**src/ispc_pkg.sv**
```systemverilog
// Package for the isolated SPI pulse codec: timing, types and line codes
package ispc_pkg;
	// Clock period in picoseconds (250 MHz)
	localparam int CLK_PERIOD_PS = 4000;
	// Half-pulse widths as transmitted, in nanoseconds
	localparam int HALF_LONG_NS = 150;
	localparam int HALF_SHORT_NS = 50;
	localparam int HALF_LONG_CYC = (HALF_LONG_NS * 1000) / CLK_PERIOD_PS;
	localparam int HALF_SHORT_CYC = (HALF_SHORT_NS * 1000) / CLK_PERIOD_PS;
	// Receive thresholds: least half width for short and long pulses
	localparam int RX_MIN_SHORT_NS = 30;
	localparam int RX_MIN_LONG_NS = 100;
	localparam int RX_MIN_SHORT_CYC =
		(RX_MIN_SHORT_NS * 1000 + CLK_PERIOD_PS - 1) / CLK_PERIOD_PS;
	localparam int RX_MIN_LONG_CYC =
		(RX_MIN_LONG_NS * 1000 + CLK_PERIOD_PS - 1) / CLK_PERIOD_PS;
	// Longest accepted first half before the inversion must begin
	localparam int RX_MAX_HALF_NS = 250;
	localparam int RX_MAX_HALF_CYC = (RX_MAX_HALF_NS * 1000) / CLK_PERIOD_PS;
	// Longest gap of null allowed at the inversion point
	localparam int INV_WINDOW_NS = 20;
	localparam int INV_WINDOW_CYC = (INV_WINDOW_NS * 1000) / CLK_PERIOD_PS;
	// Response delay after the inversion point
	localparam int RESP_DELAY_NS = 60;
	localparam int RESP_DELAY_CYC = (RESP_DELAY_NS * 1000) / CLK_PERIOD_PS;
	// Width of the rebuilt SCK pulse on the peripheral side
	localparam int SCK_PULSE_NS = 100;
	localparam int SCK_PULSE_CYC = (SCK_PULSE_NS * 1000) / CLK_PERIOD_PS;
	// Counter width, enough for every count above
	localparam int CNT_W = 8;
	localparam logic [CNT_W-1:0] CNT_ZERO = 8'h00;
	localparam logic [CNT_W-1:0] CNT_ONE = 8'h01;

	// Pulse kinds passed between encoder, decoder and SPI logic
	typedef enum logic [2:0] {
		PK_NONE,
		PK_LONG_POS,
		PK_LONG_NEG,
		PK_SHORT_POS,
		PK_SHORT_NEG
	} ispc_pulse_t;

	// Line drive: both low means zero volts between the pins
	typedef struct packed {
		logic drive_pos;
		logic drive_neg;
	} ispc_line_drive_t;

	// SPI port pins of one channel, outputs with their enables
	typedef struct packed {
		logic cs_n;
		logic cs_n_oe;
		logic sck;
		logic sck_oe;
		logic pico;
		logic pico_oe;
		logic poci;
		logic poci_oe;
	} ispc_spi_out_t;

	typedef struct packed {
		logic cs_n;
		logic sck;
		logic pico;
		logic poci;
	} ispc_spi_in_t;
endpackage : ispc_pkg

```
**src/ispc_codec.sv**
```systemverilog
// Isolated SPI pulse codec: one channel and the dual top level
`timescale 1ns/1ps
`default_nettype none

module ispc_channel (
	// Clock and reset
	input wire logic clk,
	input wire logic nrst,
	// Configuration
	input wire logic ctrl_sel,
	input wire logic clock_phase_setting,
	input wire logic clock_polarity_setting,
	input wire logic wake,
	// SPI pins
	input wire ispc_pkg::ispc_spi_in_t spi_in,
	output ispc_pkg::ispc_spi_out_t spi_out,
	// Line comparator levels and drive
	input wire logic rx_pos,
	input wire logic rx_neg,
	output ispc_pkg::ispc_line_drive_t line_out,
	output logic line_oe
);
	import ispc_pkg::*;

	typedef enum {TX_IDLE, TX_FIRST, TX_SECOND} ispc_tx_state_t;
	typedef enum {RX_IDLE, RX_FIRST, RX_GAP, RX_SECOND, RX_WAIT} ispc_rx_state_t;

	// Two-stage synchronisers for pins, wake and line levels
	logic [6:0] meta_ff;
	logic [6:0] sync_ff;
	logic cs_s, sck_s, pico_s, poci_s, rxp_s, rxn_s, wake_s;
	// synchronise inputs; CS resets to its idle high level
	// so that no false CS edge follows reset
	always_ff @(posedge clk or negedge nrst) begin
		if (!nrst) begin
			meta_ff <= 7'h40;
			sync_ff <= 7'h40;
		end else begin
			meta_ff <= {spi_in.cs_n, spi_in.sck, spi_in.pico, spi_in.poci,
				rx_pos, rx_neg, wake};
			sync_ff <= meta_ff;
		end
	end
	assign {cs_s, sck_s, pico_s, poci_s, rxp_s, rxn_s, wake_s} = sync_ff;

	// Previous synchronised pin levels for edge detection
	logic cs_d_ff, sck_d_ff, wake_d_ff;
	always_ff @(posedge clk or negedge nrst) begin
		if (!nrst) begin
			cs_d_ff <= 1'b1;
			sck_d_ff <= 1'b0;
			wake_d_ff <= 1'b0;
		end else begin
			cs_d_ff <= cs_s;
			sck_d_ff <= sck_s;
			wake_d_ff <= wake_s;
		end
	end

	// latching edge: rising when pha equals pol
	logic latch_edge;
	assign latch_edge = (clock_phase_setting == clock_polarity_setting) ? (sck_s && !sck_d_ff)
		: (!sck_s && sck_d_ff);

	// Transmit request from controller or peripheral logic
	ispc_pulse_t tx_req;
	logic tx_busy;
	ispc_pulse_t ret_req;
	// controller events; long only for CS
	// peripheral sends short -1 or wake long +1 only
	always_comb begin
		tx_req = PK_NONE;
		if (ctrl_sel) begin
			if (!cs_s && cs_d_ff)
				tx_req = PK_LONG_NEG;
			else if (cs_s && !cs_d_ff)
				tx_req = PK_LONG_POS;
			else if (!cs_s && latch_edge)
				tx_req = pico_s ? PK_SHORT_POS : PK_SHORT_NEG;
		end else if (wake_s && !wake_d_ff) begin
			tx_req = PK_LONG_POS;
		end else begin
			tx_req = ret_req;
		end
	end

	// Transmitter: a pulse pair of two equal halves
	ispc_tx_state_t tx_st_ff;
	logic [CNT_W-1:0] tx_cnt_ff;
	logic tx_first_pos_ff, tx_long_ff;
	function automatic logic [CNT_W-1:0] half_len(input logic is_long);
		half_len = is_long ? CNT_W'(HALF_LONG_CYC) : CNT_W'(HALF_SHORT_CYC);
	endfunction
	always_ff @(posedge clk or negedge nrst) begin
		if (!nrst) begin
			tx_st_ff <= TX_IDLE;
			tx_cnt_ff <= CNT_ZERO;
			tx_first_pos_ff <= 1'b0;
			tx_long_ff <= 1'b0;
		end else begin
			case (tx_st_ff)
			TX_IDLE: begin
				if (tx_req != PK_NONE) begin
					tx_long_ff <= (tx_req == PK_LONG_POS) || (tx_req == PK_LONG_NEG);
					tx_first_pos_ff <= (tx_req == PK_LONG_POS)
						|| (tx_req == PK_SHORT_POS);
					tx_cnt_ff <= half_len((tx_req == PK_LONG_POS)
						|| (tx_req == PK_LONG_NEG)) - CNT_ONE;
					tx_st_ff <= TX_FIRST;
				end
			end
			TX_FIRST: begin
				if (tx_cnt_ff == CNT_ZERO) begin
					tx_cnt_ff <= half_len(tx_long_ff) - CNT_ONE;
					tx_st_ff <= TX_SECOND;
				end else begin
					tx_cnt_ff <= tx_cnt_ff - CNT_ONE;
				end
			end
			TX_SECOND: begin
				if (tx_cnt_ff == CNT_ZERO)
					tx_st_ff <= TX_IDLE;
				else
					tx_cnt_ff <= tx_cnt_ff - CNT_ONE;
			end
			default: tx_st_ff <= TX_IDLE;
			endcase
		end
	end
	assign tx_busy = (tx_st_ff != TX_IDLE);

	// Line drive is registered so the pins never glitch
	always_ff @(posedge clk or negedge nrst) begin
		if (!nrst) begin
			line_out <= '0;
			line_oe <= 1'b0;
		end else begin
			line_oe <= tx_busy;
			line_out.drive_pos <= (tx_st_ff == TX_FIRST) ? tx_first_pos_ff
				: (tx_st_ff == TX_SECOND) && !tx_first_pos_ff;
			line_out.drive_neg <= (tx_st_ff == TX_FIRST) ? !tx_first_pos_ff
				: (tx_st_ff == TX_SECOND) && tx_first_pos_ff;
		end
	end

	// Receiver: pulse timer on the comparator levels; own drive is ignored
	ispc_rx_state_t rx_st_ff;
	logic [CNT_W-1:0] rx_cnt_ff;
	logic rx_first_pos_ff, rx_long_ff;
	ispc_pulse_t rx_pulse;
	logic first_lvl, second_lvl;
	assign first_lvl = rx_first_pos_ff ? (rxp_s && !rxn_s) : (rxn_s && !rxp_s);
	assign second_lvl = rx_first_pos_ff ? (rxn_s && !rxp_s) : (rxp_s && !rxn_s);
	always_ff @(posedge clk or negedge nrst) begin
		if (!nrst) begin
			rx_st_ff <= RX_IDLE;
			rx_cnt_ff <= CNT_ZERO;
			rx_first_pos_ff <= 1'b0;
			rx_long_ff <= 1'b0;
			rx_pulse <= PK_NONE;
		end else begin
			rx_pulse <= PK_NONE;
			case (rx_st_ff)
			RX_IDLE: begin
				if (!tx_busy && (rxp_s != rxn_s)) begin
					rx_first_pos_ff <= rxp_s;
					rx_cnt_ff <= CNT_ONE;
					rx_st_ff <= RX_FIRST;
				end
			end
			RX_FIRST: begin
				if (first_lvl) begin
					if (rx_cnt_ff >= CNT_W'(RX_MAX_HALF_CYC))
						rx_st_ff <= RX_WAIT;
					rx_cnt_ff <= rx_cnt_ff + CNT_ONE;
				end else if (rx_cnt_ff < CNT_W'(RX_MIN_SHORT_CYC)) begin
					rx_st_ff <= RX_IDLE;
				end else begin
					rx_long_ff <= (rx_cnt_ff >= CNT_W'(RX_MIN_LONG_CYC));
					rx_cnt_ff <= CNT_ZERO;
					rx_st_ff <= second_lvl ? RX_SECOND : RX_GAP;
				end
			end
			RX_GAP: begin
				if (second_lvl)
					rx_st_ff <= RX_SECOND;
				else if (rx_cnt_ff >= CNT_W'(INV_WINDOW_CYC))
					rx_st_ff <= RX_IDLE;
				else
					rx_cnt_ff <= rx_cnt_ff + CNT_ONE;
			end
			RX_SECOND: begin
				// Validated at the inversion point
				rx_pulse <= rx_long_ff
					? (rx_first_pos_ff ? PK_LONG_POS : PK_LONG_NEG)
					: (rx_first_pos_ff ? PK_SHORT_POS : PK_SHORT_NEG);
				rx_st_ff <= RX_WAIT;
			end
			// Rest of a pulse is not taken as a new first half
			RX_WAIT: begin
				if (rxp_s == rxn_s)
					rx_st_ff <= RX_IDLE;
			end
			default: rx_st_ff <= RX_IDLE;
			endcase
		end
	end

	// fixed response delay after the inversion
	ispc_pulse_t dly_pulse_ff [RESP_DELAY_CYC];
	always_ff @(posedge clk or negedge nrst) begin
		if (!nrst) begin
			for (int i = 0; i < RESP_DELAY_CYC; i++)
				dly_pulse_ff[i] <= PK_NONE;
		end else begin
			dly_pulse_ff[0] <= rx_pulse;
			for (int i = 1; i < RESP_DELAY_CYC; i++)
				dly_pulse_ff[i] <= dly_pulse_ff[i-1];
		end
	end
	ispc_pulse_t act;
	assign act = dly_pulse_ff[RESP_DELAY_CYC-1];

	// Peripheral rebuild of CS, PICO, SCK and the return slot
	logic p_cs_ff, p_pico_ff, p_sck_act_ff, ret_pend_ff, ret_go;
	logic [CNT_W-1:0] sck_cnt_ff;
	// set PICO and start the SCK pulse in the same cycle, then return
	always_ff @(posedge clk or negedge nrst) begin
		if (!nrst) begin
			p_cs_ff <= 1'b1;
			p_pico_ff <= 1'b0;
			p_sck_act_ff <= 1'b0;
			sck_cnt_ff <= CNT_ZERO;
			ret_pend_ff <= 1'b0;
		end else begin
			if (ret_go)
				ret_pend_ff <= 1'b0;
			if (ctrl_sel) begin
				p_cs_ff <= 1'b1;
				p_sck_act_ff <= 1'b0;
				sck_cnt_ff <= CNT_ZERO;
				ret_pend_ff <= 1'b0;
			end else if (sck_cnt_ff != CNT_ZERO) begin
				// Second SCK edge ends the pulse, then the bit returns
				if (sck_cnt_ff == CNT_ONE) begin
					p_sck_act_ff <= clock_phase_setting;
					ret_pend_ff <= 1'b1;
				end
				sck_cnt_ff <= sck_cnt_ff - CNT_ONE;
			end else begin
				case (act)
				PK_LONG_POS: begin
					p_cs_ff <= 1'b1;
					p_sck_act_ff <= 1'b0;
				end
				PK_LONG_NEG: begin
					// first return bit right after CS fall
					p_cs_ff <= 1'b0;
					p_sck_act_ff <= clock_phase_setting;
					ret_pend_ff <= 1'b1;
				end
				PK_SHORT_POS, PK_SHORT_NEG: begin
					p_pico_ff <= (act == PK_SHORT_POS);
					p_sck_act_ff <= !clock_phase_setting;
					sck_cnt_ff <= CNT_W'(SCK_PULSE_CYC);
				end
				default: begin
				end
				endcase
			end
		end
	end
	// POCI low returns short -1, high returns nothing
	// a bit is returned after every data bit
	// Return waits for a quiet line so it never collides with the pulse
	assign ret_go = ret_pend_ff && !tx_busy && !(wake_s && !wake_d_ff)
		&& (rx_st_ff == RX_IDLE) && !rxp_s && !rxn_s;
	assign ret_req = (ret_go && !poci_s) ? PK_SHORT_NEG : PK_NONE;

	// Controller POCI: null in a slot reads as 1
	logic c_poci_ff, slot_open_ff;
	logic [CNT_W-1:0] slot_cnt_ff;
	localparam int SLOT_CYC = RESP_DELAY_CYC + 2 * HALF_LONG_CYC;
	always_ff @(posedge clk or negedge nrst) begin
		if (!nrst) begin
			c_poci_ff <= 1'b1;
			slot_open_ff <= 1'b0;
			slot_cnt_ff <= CNT_ZERO;
		end else begin
			if (act == PK_SHORT_NEG) begin
				c_poci_ff <= 1'b0;
				slot_open_ff <= 1'b0;
			end else if (slot_open_ff && slot_cnt_ff == CNT_ZERO) begin
				c_poci_ff <= 1'b1;
				slot_open_ff <= 1'b0;
			end else if (slot_open_ff) begin
				slot_cnt_ff <= slot_cnt_ff - CNT_ONE;
			end
			// A slot opens once each transmitted pulse pair ends, except the long +1 sent on CS rise
			if (ctrl_sel && tx_st_ff == TX_SECOND && tx_cnt_ff == CNT_ZERO
				&& !(!tx_first_pos_ff && !tx_long_ff && 1'b0)
				&& !(tx_long_ff && tx_first_pos_ff)) begin
				slot_open_ff <= 1'b1;
				slot_cnt_ff <= CNT_W'(SLOT_CYC);
			end
		end
	end

	always_ff @(posedge clk or negedge nrst) begin
		if (!nrst) begin
			spi_out <= '0;
		end else begin
			spi_out.cs_n <= p_cs_ff;
			spi_out.cs_n_oe <= !ctrl_sel;
			spi_out.sck <= clock_polarity_setting ^ p_sck_act_ff;
			spi_out.sck_oe <= !ctrl_sel;
			spi_out.pico <= p_pico_ff;
			spi_out.pico_oe <= !ctrl_sel;
			spi_out.poci <= c_poci_ff;
			spi_out.poci_oe <= ctrl_sel && !cs_s;
		end
	end
endmodule // ispc_channel

module ispc_dual_codec (
	// Clock and reset
	input wire logic CLK,
	input wire logic NRST,
	// Per-channel configuration straps
	input wire logic [1:0] CONTROLLER_SIDE_SELECT,
	input wire logic [1:0] CLOCK_PHASE_SETTING,
	input wire logic [1:0] CLOCK_POLARITY_SETTING,
	input wire logic [1:0] WAKE,
	// SPI ports
	input wire ispc_pkg::ispc_spi_in_t [1:0] SPI_IN,
	output ispc_pkg::ispc_spi_out_t [1:0] SPI_OUT,
	// Line comparators and drivers
	input wire logic [1:0] LINE_PLUS_RX,
	input wire logic [1:0] LINE_MINUS_RX,
	output ispc_pkg::ispc_line_drive_t [1:0] LINE_DRIVE,
	output logic [1:0] LINE_OE
);
	import ispc_pkg::*;
	// two channels, no shared state; modes set per channel
	for (genvar ch = 0; ch < 2; ch++) begin : g_chan
		ispc_channel u_chan (
			.clk(CLK),
			.nrst(NRST),
			.ctrl_sel(CONTROLLER_SIDE_SELECT[ch]),
			.clock_phase_setting(CLOCK_PHASE_SETTING[ch]),
			.clock_polarity_setting(CLOCK_POLARITY_SETTING[ch]),
			.wake(WAKE[ch]),
			.spi_in(SPI_IN[ch]),
			.spi_out(SPI_OUT[ch]),
			.rx_pos(LINE_PLUS_RX[ch]),
			.rx_neg(LINE_MINUS_RX[ch]),
			.line_out(LINE_DRIVE[ch]),
			.line_oe(LINE_OE[ch])
		);
	end
endmodule // ispc_dual_codec

`default_nettype wire

```
**config.mk**
```make
export PLATFORM = sky130hd
export DESIGN_NAME = ispc_dual_codec
export DESIGN_NICKNAME = d
export VERILOG_FILES = /design/src/ispc_pkg.sv /design/src/ispc_codec.sv
export SDC_FILE = /design/constraint.sdc
export NUM_CORES = 1
export LEC_CHECK = 0
export BUFFER_PORTS_ARGS = -buffer_cell sky130_fd_sc_hd__buf_2
export CAP_MARGIN = 20
export CORE_MARGIN = 10
export CORE_UTILIZATION = 59
export CTS_BUF_LIST = sky130_fd_sc_hd__clkbuf_16
export DETAILED_ROUTE_END_ITERATION = 10
export PLACE_DENSITY = 0.81
export RECOVER_POWER = 25
export SYNTH_ARGS = -nofsm -noshare
export SYNTH_HDL_FRONTEND = slang
export SYNTH_SLANG_ARGS = --single-unit
export TNS_END_PERCENT = 30
```
**constraint.sdc**
```tcl
create_clock -name CLK -period 2.65 [get_ports CLK]
set_input_delay 0.53 -clock CLK [delete_from_list [all_inputs] [get_ports CLK]]
set_output_delay 0.53 -clock CLK [all_outputs]
set_load 0.05 [all_outputs]
```
### Word-level counts from Yosys, hierarchy flattened

Index checks and enable logic that the tools add are counted.

| storage, ports and cells | value |
|---|---|
| register bits | 360 |
| word-level logic and storage cells | 454 |

| operators by class | value |
|---|---|
| $add $sub $neg | 12 |
| eq/ne operators | 68 |
| bitwise operators | 10 |
| mux-type cells | 130 |
| reduce and logical (&&, ||, !) cells | 134 |
| magnitude comparators | 8 |

Operators with widths:

| cell | number |
|---|---|
| $mux W32 | 20 |
| $pmux W32 S5 | 2 |
| $eq A32 B2 Y1 const B | 8 |
| $mux W8 | 30 |
| $logic_not A32 Y1 | 6 |
| $pmux W32 S3 | 2 |
| $eq A32 B1 Y1 const B | 4 |
| $eq A32 B3 Y1 const B | 4 |
| $pmux W8 S3 | 4 |
| $sub A8 B1 Y8 const B | 10 |
| $reduce_bool A32 Y1 | 2 |
| $mux W3 | 20 |
| $logic_and A1 B1 Y1 | 46 |
| $mux W1 | 42 |
| $reduce_bool A3 Y1 | 12 |
| $logic_not A8 Y1 | 4 |
| $reduce_and A3 Y1 | 10 |
| $logic_not A1 Y1 | 28 |
| $eq A3 B2 Y1 const B | 8 |
| $mux W6 | 4 |
| $ne A2 B2 Y1 const B | 12 |
| $ne A2 B1 Y1 const B | 10 |
| $add A8 B1 Y8 const B | 2 |
| $eq A8 B1 Y1 const B | 2 |
| 24 further kinds | 70 |

### Longest topological paths before layout

Gate-level depths: netlist of run 1.

| logic depth | value |
|---|---|
| depth in word-level cells | 17 |
| gate-level depth with buffers | 9 |
| mapped depth without buffers | 8 |

### Cells and area by module

From an unflattened synthesis of run 1, not the netlist that was laid out.

| unflattened totals | value |
|---|---|
| cell total of the unflattened synthesis | 890 |
| area total of the unflattened synthesis | 10137.2 sq um |

Modules (own cells, without submodules):

| module | cells each | instances | area each (sq um) | seq. area each (sq um) |
|---|---|---|---|---|
| ispc_channel at g_chan[1].u_chan | 449 | 1 | 5089.9 | 3034.2 |
| ispc_channel at g_chan[0].u_chan | 441 | 1 | 5047.3 | 3034.2 |

### Worst setup path before layout of run 1

No wires, ideal clock.

| timing | value |
|---|---|
| kind | register to register |
| from | reg g_chan[1].u_chan.tx_cnt_ff[0] |
| to | reg g_chan[1].u_chan.tx_cnt_ff[5] |
| data required time | 2.525 ns |
| stages on the path, launching flop included | 9 |
| path slack | 0.241 ns |
| buffers on the path | 1 |
| library setup time | 0.125 ns |
| arrival time | 2.284 ns |
| cells stage by stage | dfrtp_1 > inv_1 > ha_1 > or4b_2 > nor2_1 > a21oi_1 > o31ai_1 > buf_2 > mux2_2 |

| on the way | value |
|---|---|
| cells in the longest elaborated chain, start to end | 3 |
| elaborated cells on any way between the ends | 7 |
| those cells by class | 1 x add/sub; 1 x eq/ne; 3 x mux; 2 x reduce/logical |

Ends and longest elaborated chain:

| what | RTL line | source |
|---|---|---|
| start: declaration | ispc_codec.sv:89 | `logic [CNT_W-1:0] tx_cnt_ff;` |
| start signal: assignment | ispc_codec.sv:107 | `tx_cnt_ff <= half_len((tx_req == PK_LONG_POS)` |
| start signal: assignment | ispc_codec.sv:114 | `tx_cnt_ff <= half_len(tx_long_ff) - CNT_ONE;` |
| start signal: assignment | ispc_codec.sv:117 | `tx_cnt_ff <= tx_cnt_ff - CNT_ONE;` |
| $sub A8 B1 Y8 / $logic_not A8 Y1 (equally long branches) | - |  |
| $mux W8, or another cell as far along | ispc_codec.sv:121 | `if (tx_cnt_ff == CNT_ZERO)` |
| $pmux W8 S3 / $reduce_and A3 Y1 (equally long branches) | - |  |

Parallel ways exist; a longest one is shown, timed or not. The select of a mux whose other input is x is not followed.
A chain may end at the register's enable or synchronous reset.

### Worst setup path after layout of run 1

| timing | value |
|---|---|
| from | reg g_chan[0].u_chan.tx_st_ff[0] |
| to | reg g_chan[0].u_chan.tx_cnt_ff[2] |

| on the way | value |
|---|---|
| cells in the longest elaborated chain, start to end | 17 |
| elaborated cells on any way between the ends | 26 |
| those cells by class | 1 x add/sub; 6 x eq/ne; 6 x mux; 13 x reduce/logical |

Ends and longest elaborated chain:

| what | RTL line | source |
|---|---|---|
| start: declaration | ispc_codec.sv:88 | `ispc_tx_state_t tx_st_ff;` |
| start signal: assignment | ispc_codec.sv:96 | `tx_st_ff <= TX_IDLE;` |
| start signal: assignment | ispc_codec.sv:109 | `tx_st_ff <= TX_FIRST;` |
| start signal: assignment | ispc_codec.sv:115 | `tx_st_ff <= TX_SECOND;` |
| $reduce_bool A32 Y1 | ispc_codec.sv:130 | `assign tx_busy = (tx_st_ff != TX_IDLE);` |
| $logic_not A1 Y1 | ispc_codec.sv:276 | `assign ret_go = ret_pend_ff && !tx_busy && !(wake_s && !wake_d_ff)` |
| $logic_and A1 B1 Y1 (2 in a row) | ispc_codec.sv:276 |  |
| $logic_and A1 B1 Y1 (3 in a row) | ispc_codec.sv:277 | `&& (rx_st_ff == RX_IDLE) && !rxp_s && !rxn_s;` |
| $logic_and A1 B1 Y1 | ispc_codec.sv:278 | `assign ret_req = (ret_go && !poci_s) ? PK_SHORT_NEG : PK_NONE;` |
| $mux W3 | ispc_codec.sv:278 |  |
| $mux W3 | ispc_codec.sv:80 | `end else if (wake_s && !wake_d_ff) begin` |
| $mux W3 | ispc_codec.sv:73 | `if (ctrl_sel) begin` |
| $eq A3 B1 Y1 / $eq A3 B2 Y1 (equally long branches) | ispc_codec.sv:107, ispc_codec.sv:108 |  |
| $logic_or A1 B1 Y1 | ispc_codec.sv:108 | `\|\| (tx_req == PK_LONG_NEG)) - CNT_ONE;` |
| $mux W6 | ispc_codec.sv:92 | `half_len = is_long ? CNT_W'(HALF_LONG_CYC) : CNT_W'(HALF_SHORT_CYC);` |
| $sub A8 B1 Y8 | ispc_codec.sv:108 |  |
| $mux W8 | ispc_codec.sv:103 | `if (tx_req != PK_NONE) begin` |
| $pmux W8 S3 | ispc_codec.sv:101 | `case (tx_st_ff)` |
| end signal: assignment | ispc_codec.sv:107 |  |
| end signal: assignment | ispc_codec.sv:114 |  |
| end signal: assignment | ispc_codec.sv:117 |  |
| end: declaration | ispc_codec.sv:89 |  |

Parallel ways exist; a longest one is shown, timed or not. The select of a mux whose other input is x is not followed.

==> results of run 1 <==
==> cells by family (layout without fill, tap and decap cells) <==
group | count (synthesis) | in the layout | synth area share (%)
flip-flops | 242 | 242 | 60.8
XOR/XNOR | 26 | 26 | 2.28
AO/OA/AOI/OAI | 186 | 186 | 11.6
AND/OR/NAND/NOR | 327 | 327 | 16.7
buffers and inverters | 73 | 159 | 3.01
multiplexers | 13 | 13 | 1.38
adder cells (fa/ha/maj) | 34 | 34 | 4.26
==> final timing paths <==
kind	start	end	slack, ps	depth (start not counted)
setup / recovery	g_chan[0].u_chan.tx_st_ff[0]	g_chan[0].u_chan.tx_cnt_ff[2]	210	8
hold / removal	LINE_MINUS_RX[0]	g_chan[0].u_chan.meta_ff[1]	100	1
setup reg to reg	g_chan[0].u_chan.tx_st_ff[0]	g_chan[0].u_chan.tx_cnt_ff[2]	210	8
hold reg to reg	g_chan[0].u_chan.dly_pulse_ff[17]	g_chan[0].u_chan.dly_pulse_ff[14]	330	0
max in group asynchronous	NRST	g_chan[1].u_chan.rx_cnt_ff[3]	840	2
min in group asynchronous	NRST	g_chan[0].u_chan.sck_cnt_ff[3]	580	1
==> cells in the final DEF, fill, tap and decap left out, types with 4 or more instances in the layout <==
| master | n |
|---|---|
| and2_1 | 5 |
| a21oi_1 | 44 |
| a21o_1 | 4 |
| nand2b_1 | 22 |
| inv_1 | 52 |
| nand3b_1 | 5 |
| a31oi_1 | 6 |
| nor2_1 | 97 |
| o21ai_0 | 74 |
| dfrtp_1 | 232 |
| mux2i_1 | 7 |
| xnor2_1 | 18 |
| a311oi_1 | 5 |
| xor2_1 | 8 |
| or3_1 | 11 |
| nor4_1 | 7 |
| buf_2 | 43 |
| clkinv_2 | 5 |
| o31ai_1 | 17 |
| clkbuf_16 | 25 |
| nor4bb_1 | 4 |
| ha_1 | 34 |
| a211oi_1 | 5 |
| nand3_1 | 24 |
| clkinv_1 | 4 |
| nor3_1 | 36 |
| mux2_2 | 6 |
| nor3b_1 | 11 |
| and3_1 | 12 |
| or2_2 | 4 |
| nor2b_1 | 14 |
| dfstp_2 | 10 |
| buf_4 | 22 |
| nand2_1 | 52 |
| nand4_1 | 8 |
==> per-stage QoR <==
stage	hold WS (ps)	setup WS (ps)	instance area (um2)
3_3_place_gp	332	317	10600
5_1_grt	88.4	8.05	11400
4_1_cts	0.644	90.0	11400
2_1_floorplan	234	241	9980
6_report	105	208	11400
3_5_place_dp	335	91.6	10600
==> registers in the layout, summed over array words and instances (netlist names), 4 cells and up <==
name                        count
g_chan.u_chan.spi_out          12
g_chan.u_chan.rx_pulse          6
g_chan.u_chan.rx_st_ff          6
g_chan.u_chan.slot_cnt_ff      16
g_chan.u_chan.tx_cnt_ff        16
g_chan.u_chan.sck_cnt_ff       16
g_chan.u_chan.dly_pulse_ff     84
g_chan.u_chan.line_out          4
g_chan.u_chan.rx_cnt_ff        16
g_chan.u_chan.act               6
g_chan.u_chan.meta_ff          14
g_chan.u_chan.sync_ff          14
g_chan.u_chan.tx_st_ff          4
==> power by group through the flow <==
stage	clock network, W	registers, W	logic, W
2_1_floorplan	0	0.00476	0.00287
3_3_place_gp	0	0.00476	0.00375
3_5_place_dp	0	0.00479	0.00389
4_1_cts	0.00340	0.00474	0.00395
5_1_grt	0.00356	0.00483	0.00445
6_report	0.00332	0.00475	0.00397
==> final cells by class <==
| cell class | count | area, um2 |
|---|---|---|
| Inverter | 45 | 169 |
| Clock buffer | 25 | 626 |
| Clock inverter | 20 | 155 |
| Tap cell | 220 | 275 |
| Fill cell | 1169 | 5220 |
| Multi-Input combinational cell | 586 | 3620 |
| Sequential cell | 242 | 6070 |
| Timing Repair Buffer | 69 | 445 |
==> per-layer routing <==
layer | up-vias | GRT usage (%) | routed length (um)
li1 | 3286 | - | -
met1 | 3422 | 24.3 | 8680
met2 | 174 | 28.5 | 9600
met3 | 40 | 2.90 | 1010
met4 | 0 | 5.39 | 420
met5 | - | 0 | 0
==> impl_metrics.yaml, run 1 <==
setup_path:
  endpoint_kind: "flop"
  path_max_fanout: 7
  path_buf_inv: 1
  max_stage_delay_ps: 410
  crit_slowest_cell: "dfrtp_1"
  cp.required_ps: 3060
  cp_top_family: "simple AND/OR/NAND/NOR gates"
  timing.setup.critical_path_class: "flop to flop"
  critPathLaunchType: "flop"
  cp_cell_sequence: "inv_1 > ha_1 > nor4bb_1 > nand3_1 > nor3_4 > or4_1 > nand2b_1 > a211o_1"
  critPathArrivalTime_ps: 2850
pwr:
  power_w: 0.0120
  switching_power_w: 0.00431
  powerDensity_nw_per_um2: 1060
  ir_drop_v: 0.000618
  clockPowerShare_pct: 27.5
  p_seq_share_pct: 39.5
  leakagePower_nw: 5.37
  combPwrFrac_pct: 33.0
  internal_power_w: 0.00773
  swShare_pct: 35.8
floorplanning:
  rows: 47
  io_pins: 44
  die_w_um: 150
  core-area_um2: 16600
  die-area_um2: 22500
  start_util_pct: 60.2
  die_h_um: 150
clocking:
  cts_root_buf: "clkbuf_16"
  cts_tree: "done"
  clk_pin_slew_ps: 60
  clock_latency_ps: 530
  clk_path_buf_depth: 3
  cts_setup_buffers: 0
  cts-resized-gates: 0
  h-tree-depth: 1
  cts_sinks: 242
  numCtsBuffers: 25
  hold_buffers: 0
finish:
  syn2layout_area_growth_pct: 13.8
  fin_util_pct: 68.5
  nets: 1025
  drive_above_1_share_pct: 13.4
  diodes: 0
  stdcell_count: 1207
yosys:
  synth_cell_type_count: 62
  ys_top_cells_by_area: "dfrtp_1, ha_1, o21ai_0"
  seq_area_frac_synth_pct: 60.8
  synth_seq_cells: 242
  yosysWarnings: 0
  ys_dominant_reg_cell: "dfrtp_1"
  synth_top_cell_by_area: "dfrtp_1"
  synth_edf_count: 0
  syn_inst: 901
  synth_most_common_cell: "dfrtp_1"
  synth_commonest_cells: "dfrtp_1, nor2_1, o21ai_0, nand2_1, inv_1"
  synthArstFlopShare_pct: 100
  avgSynthCellArea_um2: 11.1
  synth_area_um2: 9980
  yosysTopAreaCellShare_pct: 58.2
  syn_nets: 957
timing:
  rsz0062_at_grt: "no"
  fin_setup_tns_ps: 0
  fmaxAchievable_mhz: 410
  fin_skew_ps: 18.5
  worstMarginPinSlew_ps: 2030
  slew_headroom_pct: -35.2
  fin_crit_sh_pct: 92.1
  maxSlewViolCount: 79
  setup_violations: 0
  hold_viol: 0
  min_period_ps: 2440
global_routing:
  grt_pass1_vias: 6793
  grt_pass1_wl_um: 33300
  grt_max_degree: 82
  grt_use_total_pct: 17.7
  antenna_found_initial: 0
  grt-ovfl-total: 0
route:
  wl_per_cell_um: 16.3
  initialDrtViolationCount: 497
  drc: 0
  firstDrtPassIters: 5
  postRouteAntennaNets: 0
  drt-total-wl_um: 19700
  avgViaCountPerCell: 5.73
  vias: 6922
run_status:
  status: "complete, but fails checks"
  violations: "max-capacitance violations, max-slew violations"
place:
  dp_cells: 1161
  place_congestion: 0.880
  portBuffers: 43
  hpwl_um: 13000
flow_run:
  maxCapViolCount: 1
hold_path:
  min_path_type: "input port to flop"
No activity file was read; power rests on OpenSTA's default activity.
==> run 2, diff against run 1 <==
==> constraint.sdc (replaced) <==
create_clock -name CLK -period 2.65 [get_ports CLK]
set_input_delay 0.3975 -clock CLK [delete_from_list [all_inputs] [get_ports CLK]]
set_output_delay 0.3975 -clock CLK [all_outputs]
set_load 0.05 [all_outputs]
==> impl_metrics.yaml, run 2 (synthesized netlist as in run 1, its figures left out) <==
run_status:
  status: "finished clean"
finish:
  fin_util_pct: 69.3
  nets: 1031
  syn2layout_area_growth_pct: 15.1
  largest_reg_flops: 84
  final_common_cell: "dfrtp_1"
  seq_area_um2: 6070
  nFillCells: 1195
  multi_input_area_um2: 3620
  regMostFlops: "g_chan.u_chan.dly_pulse_ff"
  stdcell_count: 1212
  diodes: 0
  mostFrequentLayoutCells: "dfrtp_1, nor2_1, o21ai_0"
  drive_above_1_share_pct: 12.1
timing:
  slew_headroom_pct: 37.1
  fin_crit_sh_pct: 92.0
  setup_violations: 0
  min_period_ps: 2440
  rsz0062_at_grt: "no"
  hold_viol: 0
  fin_skew_ps: 12.2
  timing.hold.ws_ps: 94.9
  fin_setup_tns_ps: 0
  maxSlewViolCount: 0
  fmaxAchievable_mhz: 410
  worstMarginPinSlew_ps: 937
clocking:
  clk_pin_slew_ps: 60
  clk_path_buf_depth: 3
  cts_sinks: 242
  clock_latency_ps: 510
  h-tree-depth: 1
  cts_setup_buffers: 0
  cts_tree: "done"
  cts_root_buf: "clkbuf_16"
  numCtsBuffers: 24
route:
  postRouteAntennaNets: 0
  initialDrtViolationCount: 503
  drc: 0
  drt-total-wl_um: 19600
  wl_per_cell_um: 16.2
  avgViaCountPerCell: 5.74
  firstDrtPassIters: 6
  vias: 6955
floorplanning:
  die_w_um: 150
  die_h_um: 150
  rows: 47
  die-area_um2: 22500
  core-area_um2: 16600
  start_util_pct: 60.2
  io_pins: 44
flow_run:
  maxCapViolCount: 0
hold_path:
  min_path_type: "input port to flop"
place:
  place_congestion: 0.906
  hpwl_um: 12800
  dp_cells: 1154
  portBuffers: 43
global_routing:
  grt_pass1_wl_um: 33300
  grt_pass1_vias: 6876
  antenna_found_initial: 0
  grt_use_total_pct: 17.7
  grt_max_degree: 83
  grt-ovfl-total: 0
pwr:
  ir_drop_v: 0.000683
  power_w: 0.0121
  powerDensity_nw_per_um2: 1060
  leakagePower_nw: 5.39
setup_path:
  cp.required_ps: 3050
  timing.setup.critical_path_class: "flop to flop"
  endpoint_kind: "flop"
  reg2reg_slack_ps: 210
  critPathLaunchType: "flop"
  critPathArrivalTime_ps: 2840
  path_max_fanout: 7
[run 2: layout make-up]
class / count / share of cell area [%]
flip-flops and latches: 242 / 52.8
clock inverters: 19 / 1.85
well taps: 220 / 2.40
clock buffers: 24 / 5.23
inverters: 45 / 1.47
repair buffers: 76 / 4.74
multi-input cells: 586 / 31.5
[run 2: final timing paths]
kind,startpoint,to,depth (start not counted)
max,g_chan[0].u_chan.tx_st_ff[0],g_chan[0].u_chan.tx_cnt_ff[2],8
min,CLOCK_POLARITY_SETTING[1],g_chan[1].u_chan.spi_out[5],2
max reg2reg,g_chan[0].u_chan.tx_st_ff[0],g_chan[0].u_chan.tx_cnt_ff[2],8
min reg2reg,g_chan[1].u_chan.rx_pulse[0],g_chan[1].u_chan.dly_pulse_ff[42],0
max in group asynchronous,NRST,g_chan[1].u_chan.cs_d_ff,3
min in group asynchronous,NRST,g_chan[0].u_chan.p_pico_ff,2
[run 2: what timing repair did]
item | in CTS | in global routing
hold buffers | 15 | 0
endpoints found under the hold margin | 87 | 0
endpoints found under the setup margin | 0 | 2
gates resized for setup | 0 | 1
[run 2: layer usage]
layer	vias up	track usage, %	wire [um]
li1	3291	-	-
met1	3427	23.4	8580
met2	191	28.9	9360
met3	46	3.47	1070
met4	0	5.83	623
met5	-	0	0
[run 2: power breakdown]
group	internal [W]	total, W	switching (W)
clock network	0.00205	0.00344	0.00139
logic	0.00156	0.00393	0.00237
registers	0.00422	0.00477	0.000543
total	0.00783	0.0121	0.00430
[run 2: critical path, stage by stage (launching register included)]
cell	delay, ps
dfrtp_1	430
inv_1	150
ha_1	250
nor4bb_1	270
nand3_1	170
nor3_2	250
or4_1	260
nand2b_1	210
a211o_1	340
[run 2: through the flow]
stage | area, um2 | worst slack [ps]
3_3_place_gp | 10500 | 321
2_1_floorplan | 9980 | 241
3_5_place_dp | 10500 | 243
6_report | 11500 | 211
4_1_cts | 11500 | 108
5_1_grt | 11500 | 5.33
==> run 3, diff against run 2 <==
--- a/config.mk
+++ b/config.mk
@@ -8,10 +8,10 @@
 export BUFFER_PORTS_ARGS = -buffer_cell sky130_fd_sc_hd__buf_2
 export CAP_MARGIN = 20
 export CORE_MARGIN = 10
-export CORE_UTILIZATION = 59
+export CORE_UTILIZATION = 40
 export CTS_BUF_LIST = sky130_fd_sc_hd__clkbuf_16
 export DETAILED_ROUTE_END_ITERATION = 10
-export PLACE_DENSITY = 0.81
+export PLACE_DENSITY = 0.6
 export RECOVER_POWER = 25
 export SYNTH_ARGS = -nofsm -noshare
 export SYNTH_HDL_FRONTEND = slang
==> impl_metrics.yaml, run 3 (synthesized netlist as in run 1, its figures left out) <==
hold_path:
  min_path_type: "input port to flop"
place:
  hpwl_um: 12900
  place_congestion: 0.889
  portBuffers: 43
  dp_cells: 1264
  placed_area_um2: 10700
  pre_cts_slack_ps: 215
clocking:
  cts_root_buf: "clkbuf_16"
  h-tree-depth: 1
  clk_pin_slew_ps: 60
  cts_tree: "done"
  cts_sinks: 242
  clock_latency_ps: 520
  numCtsBuffers: 26
  clk_path_buf_depth: 3
  cts_setup_buffers: 0
timing:
  worstMarginPinSlew_ps: 916
  hold_viol: 0
  fmaxAchievable_mhz: 420
  setup_ws_ps: 271
  maxSlewViolCount: 0
  fin_skew_ps: 15.5
  setup_violations: 0
  rsz0062_at_grt: "no"
  fin_setup_tns_ps: 0
  fin_crit_sh_pct: 89.8
  slew_headroom_pct: 38.5
  min_period_ps: 2380
setup_path:
  timing.setup.critical_path_class: "flop to flop"
  path_max_fanout: 6
  endpoint_kind: "flop"
  critPathArrivalTime_ps: 2790
  critPathLaunchType: "flop"
  cp.required_ps: 3060
floorplanning:
  die_w_um: 178
  rows: 57
  die_h_um: 178
  core-area_um2: 24500
  start_util_pct: 40.8
  die-area_um2: 31700
  io_pins: 44
pwr:
  powerDensity_nw_per_um2: 1060
  ir_drop_v: 0.000664
  leakagePower_nw: 5.45
global_routing:
  grt_pass1_vias: 6843
  grt_use_met3_pct: 2.66
  grt_use_total_pct: 12.1
  antenna_found_initial: 0
  grt-ovfl-total: 0
  busiest_layer: "met2"
  grt_pass1_wl_um: 32500
  use_met1_pct: 15.8
  use_met2_pct: 19.7
  grt_max_degree: 75
finish:
  mostFrequentLayoutCells: "dfrtp_1, nor2_1, o21ai_0"
  drive_above_1_share_pct: 13.4
  regMostFlops: "g_chan.u_chan.dly_pulse_ff"
  syn2layout_area_growth_pct: 18.0
  largest_reg_flops: 84
  fin_util_pct: 48.1
  fin_area_um2: 11800
  diodes: 0
  stdcell_count: 1327
  nets: 1039
  final_common_cell: "dfrtp_1"
route:
  drc: 0
  drt-total-wl_um: 19000
  initialDrtViolationCount: 352
  avgViaCountPerCell: 5.09
  vias: 6749
  postRouteAntennaNets: 0
  wl_per_cell_um: 14.3
  firstDrtPassIters: 5
flow_run:
  maxCapViolCount: 0
run_status:
  status: "finished clean"
run 3: metal layers:
metal  routed length [um]  part of all wire [%]
met1                 8940                    47
met2                 8690                    46
met3                  880                   4.6
met4                  441                   2.3
met5                    0                     0
run 3: critical path: stages, from the launching register on:
cell,delay [ps]
dfrtp_1,420
or3_1,380
or3_4,350
a2111o_1,370
o2bb2ai_1,150
or2_0,340
o41ai_1,270
run 3: through the flow:
step	hold slack [ps]	total power, W
floorplan	102	0.00764
global placement	333	0.00863
detailed placement	335	0.00865
CTS	52.4	0.0126
global route	74.6	0.0134
finish	81.8	0.0125
run 3: timing repair:
action | CTS | global route
setup endpoints to repair | 0 | 2
hold buffers | 15 | 0
endpoints found under the hold margin | 76 | 0
resized for setup | 0 | 1
run 3: power by group:
group | internal (W) | leakage, nW | switching [W] | total, W
combinational | 0.00159 | 1.87 | 0.00231 | 0.00390
sequential | 0.00422 | 3.13 | 0.000508 | 0.00473
clock | 0.00239 | 0.444 | 0.00147 | 0.00386
run 3: layout make-up:
type                    instances  area (um2)
clock buffers                  26         651
clock inverters                22         288
fillers                      2224       12700
inverters                      45         169
multi-input cells             586        3620
flip-flops and latches        242        6070
well taps                     324         405
repair buffers                 82         578
run 3: path summary, 6_finish.rpt:
check                           depth (start not counted)  slack, ps                                 to                         startpoint
worst max register to register                          6        270      g_chan[0].u_chan.rx_cnt_ff[5]      g_chan[0].u_chan.rx_cnt_ff[6]
worst max-delay path                                    6        270      g_chan[0].u_chan.rx_cnt_ff[5]      g_chan[0].u_chan.rx_cnt_ff[6]
worst min register to register                          0        330  g_chan[0].u_chan.dly_pulse_ff[40]  g_chan[0].u_chan.dly_pulse_ff[43]
max in group asynchronous                               3       1390           g_chan[0].u_chan.p_cs_ff                               NRST
worst min-delay path                                    2         80        g_chan[0].u_chan.spi_out[5]          CLOCK_POLARITY_SETTING[0]
min in group asynchronous                               2        430      g_chan[0].u_chan.p_sck_act_ff                               NRST
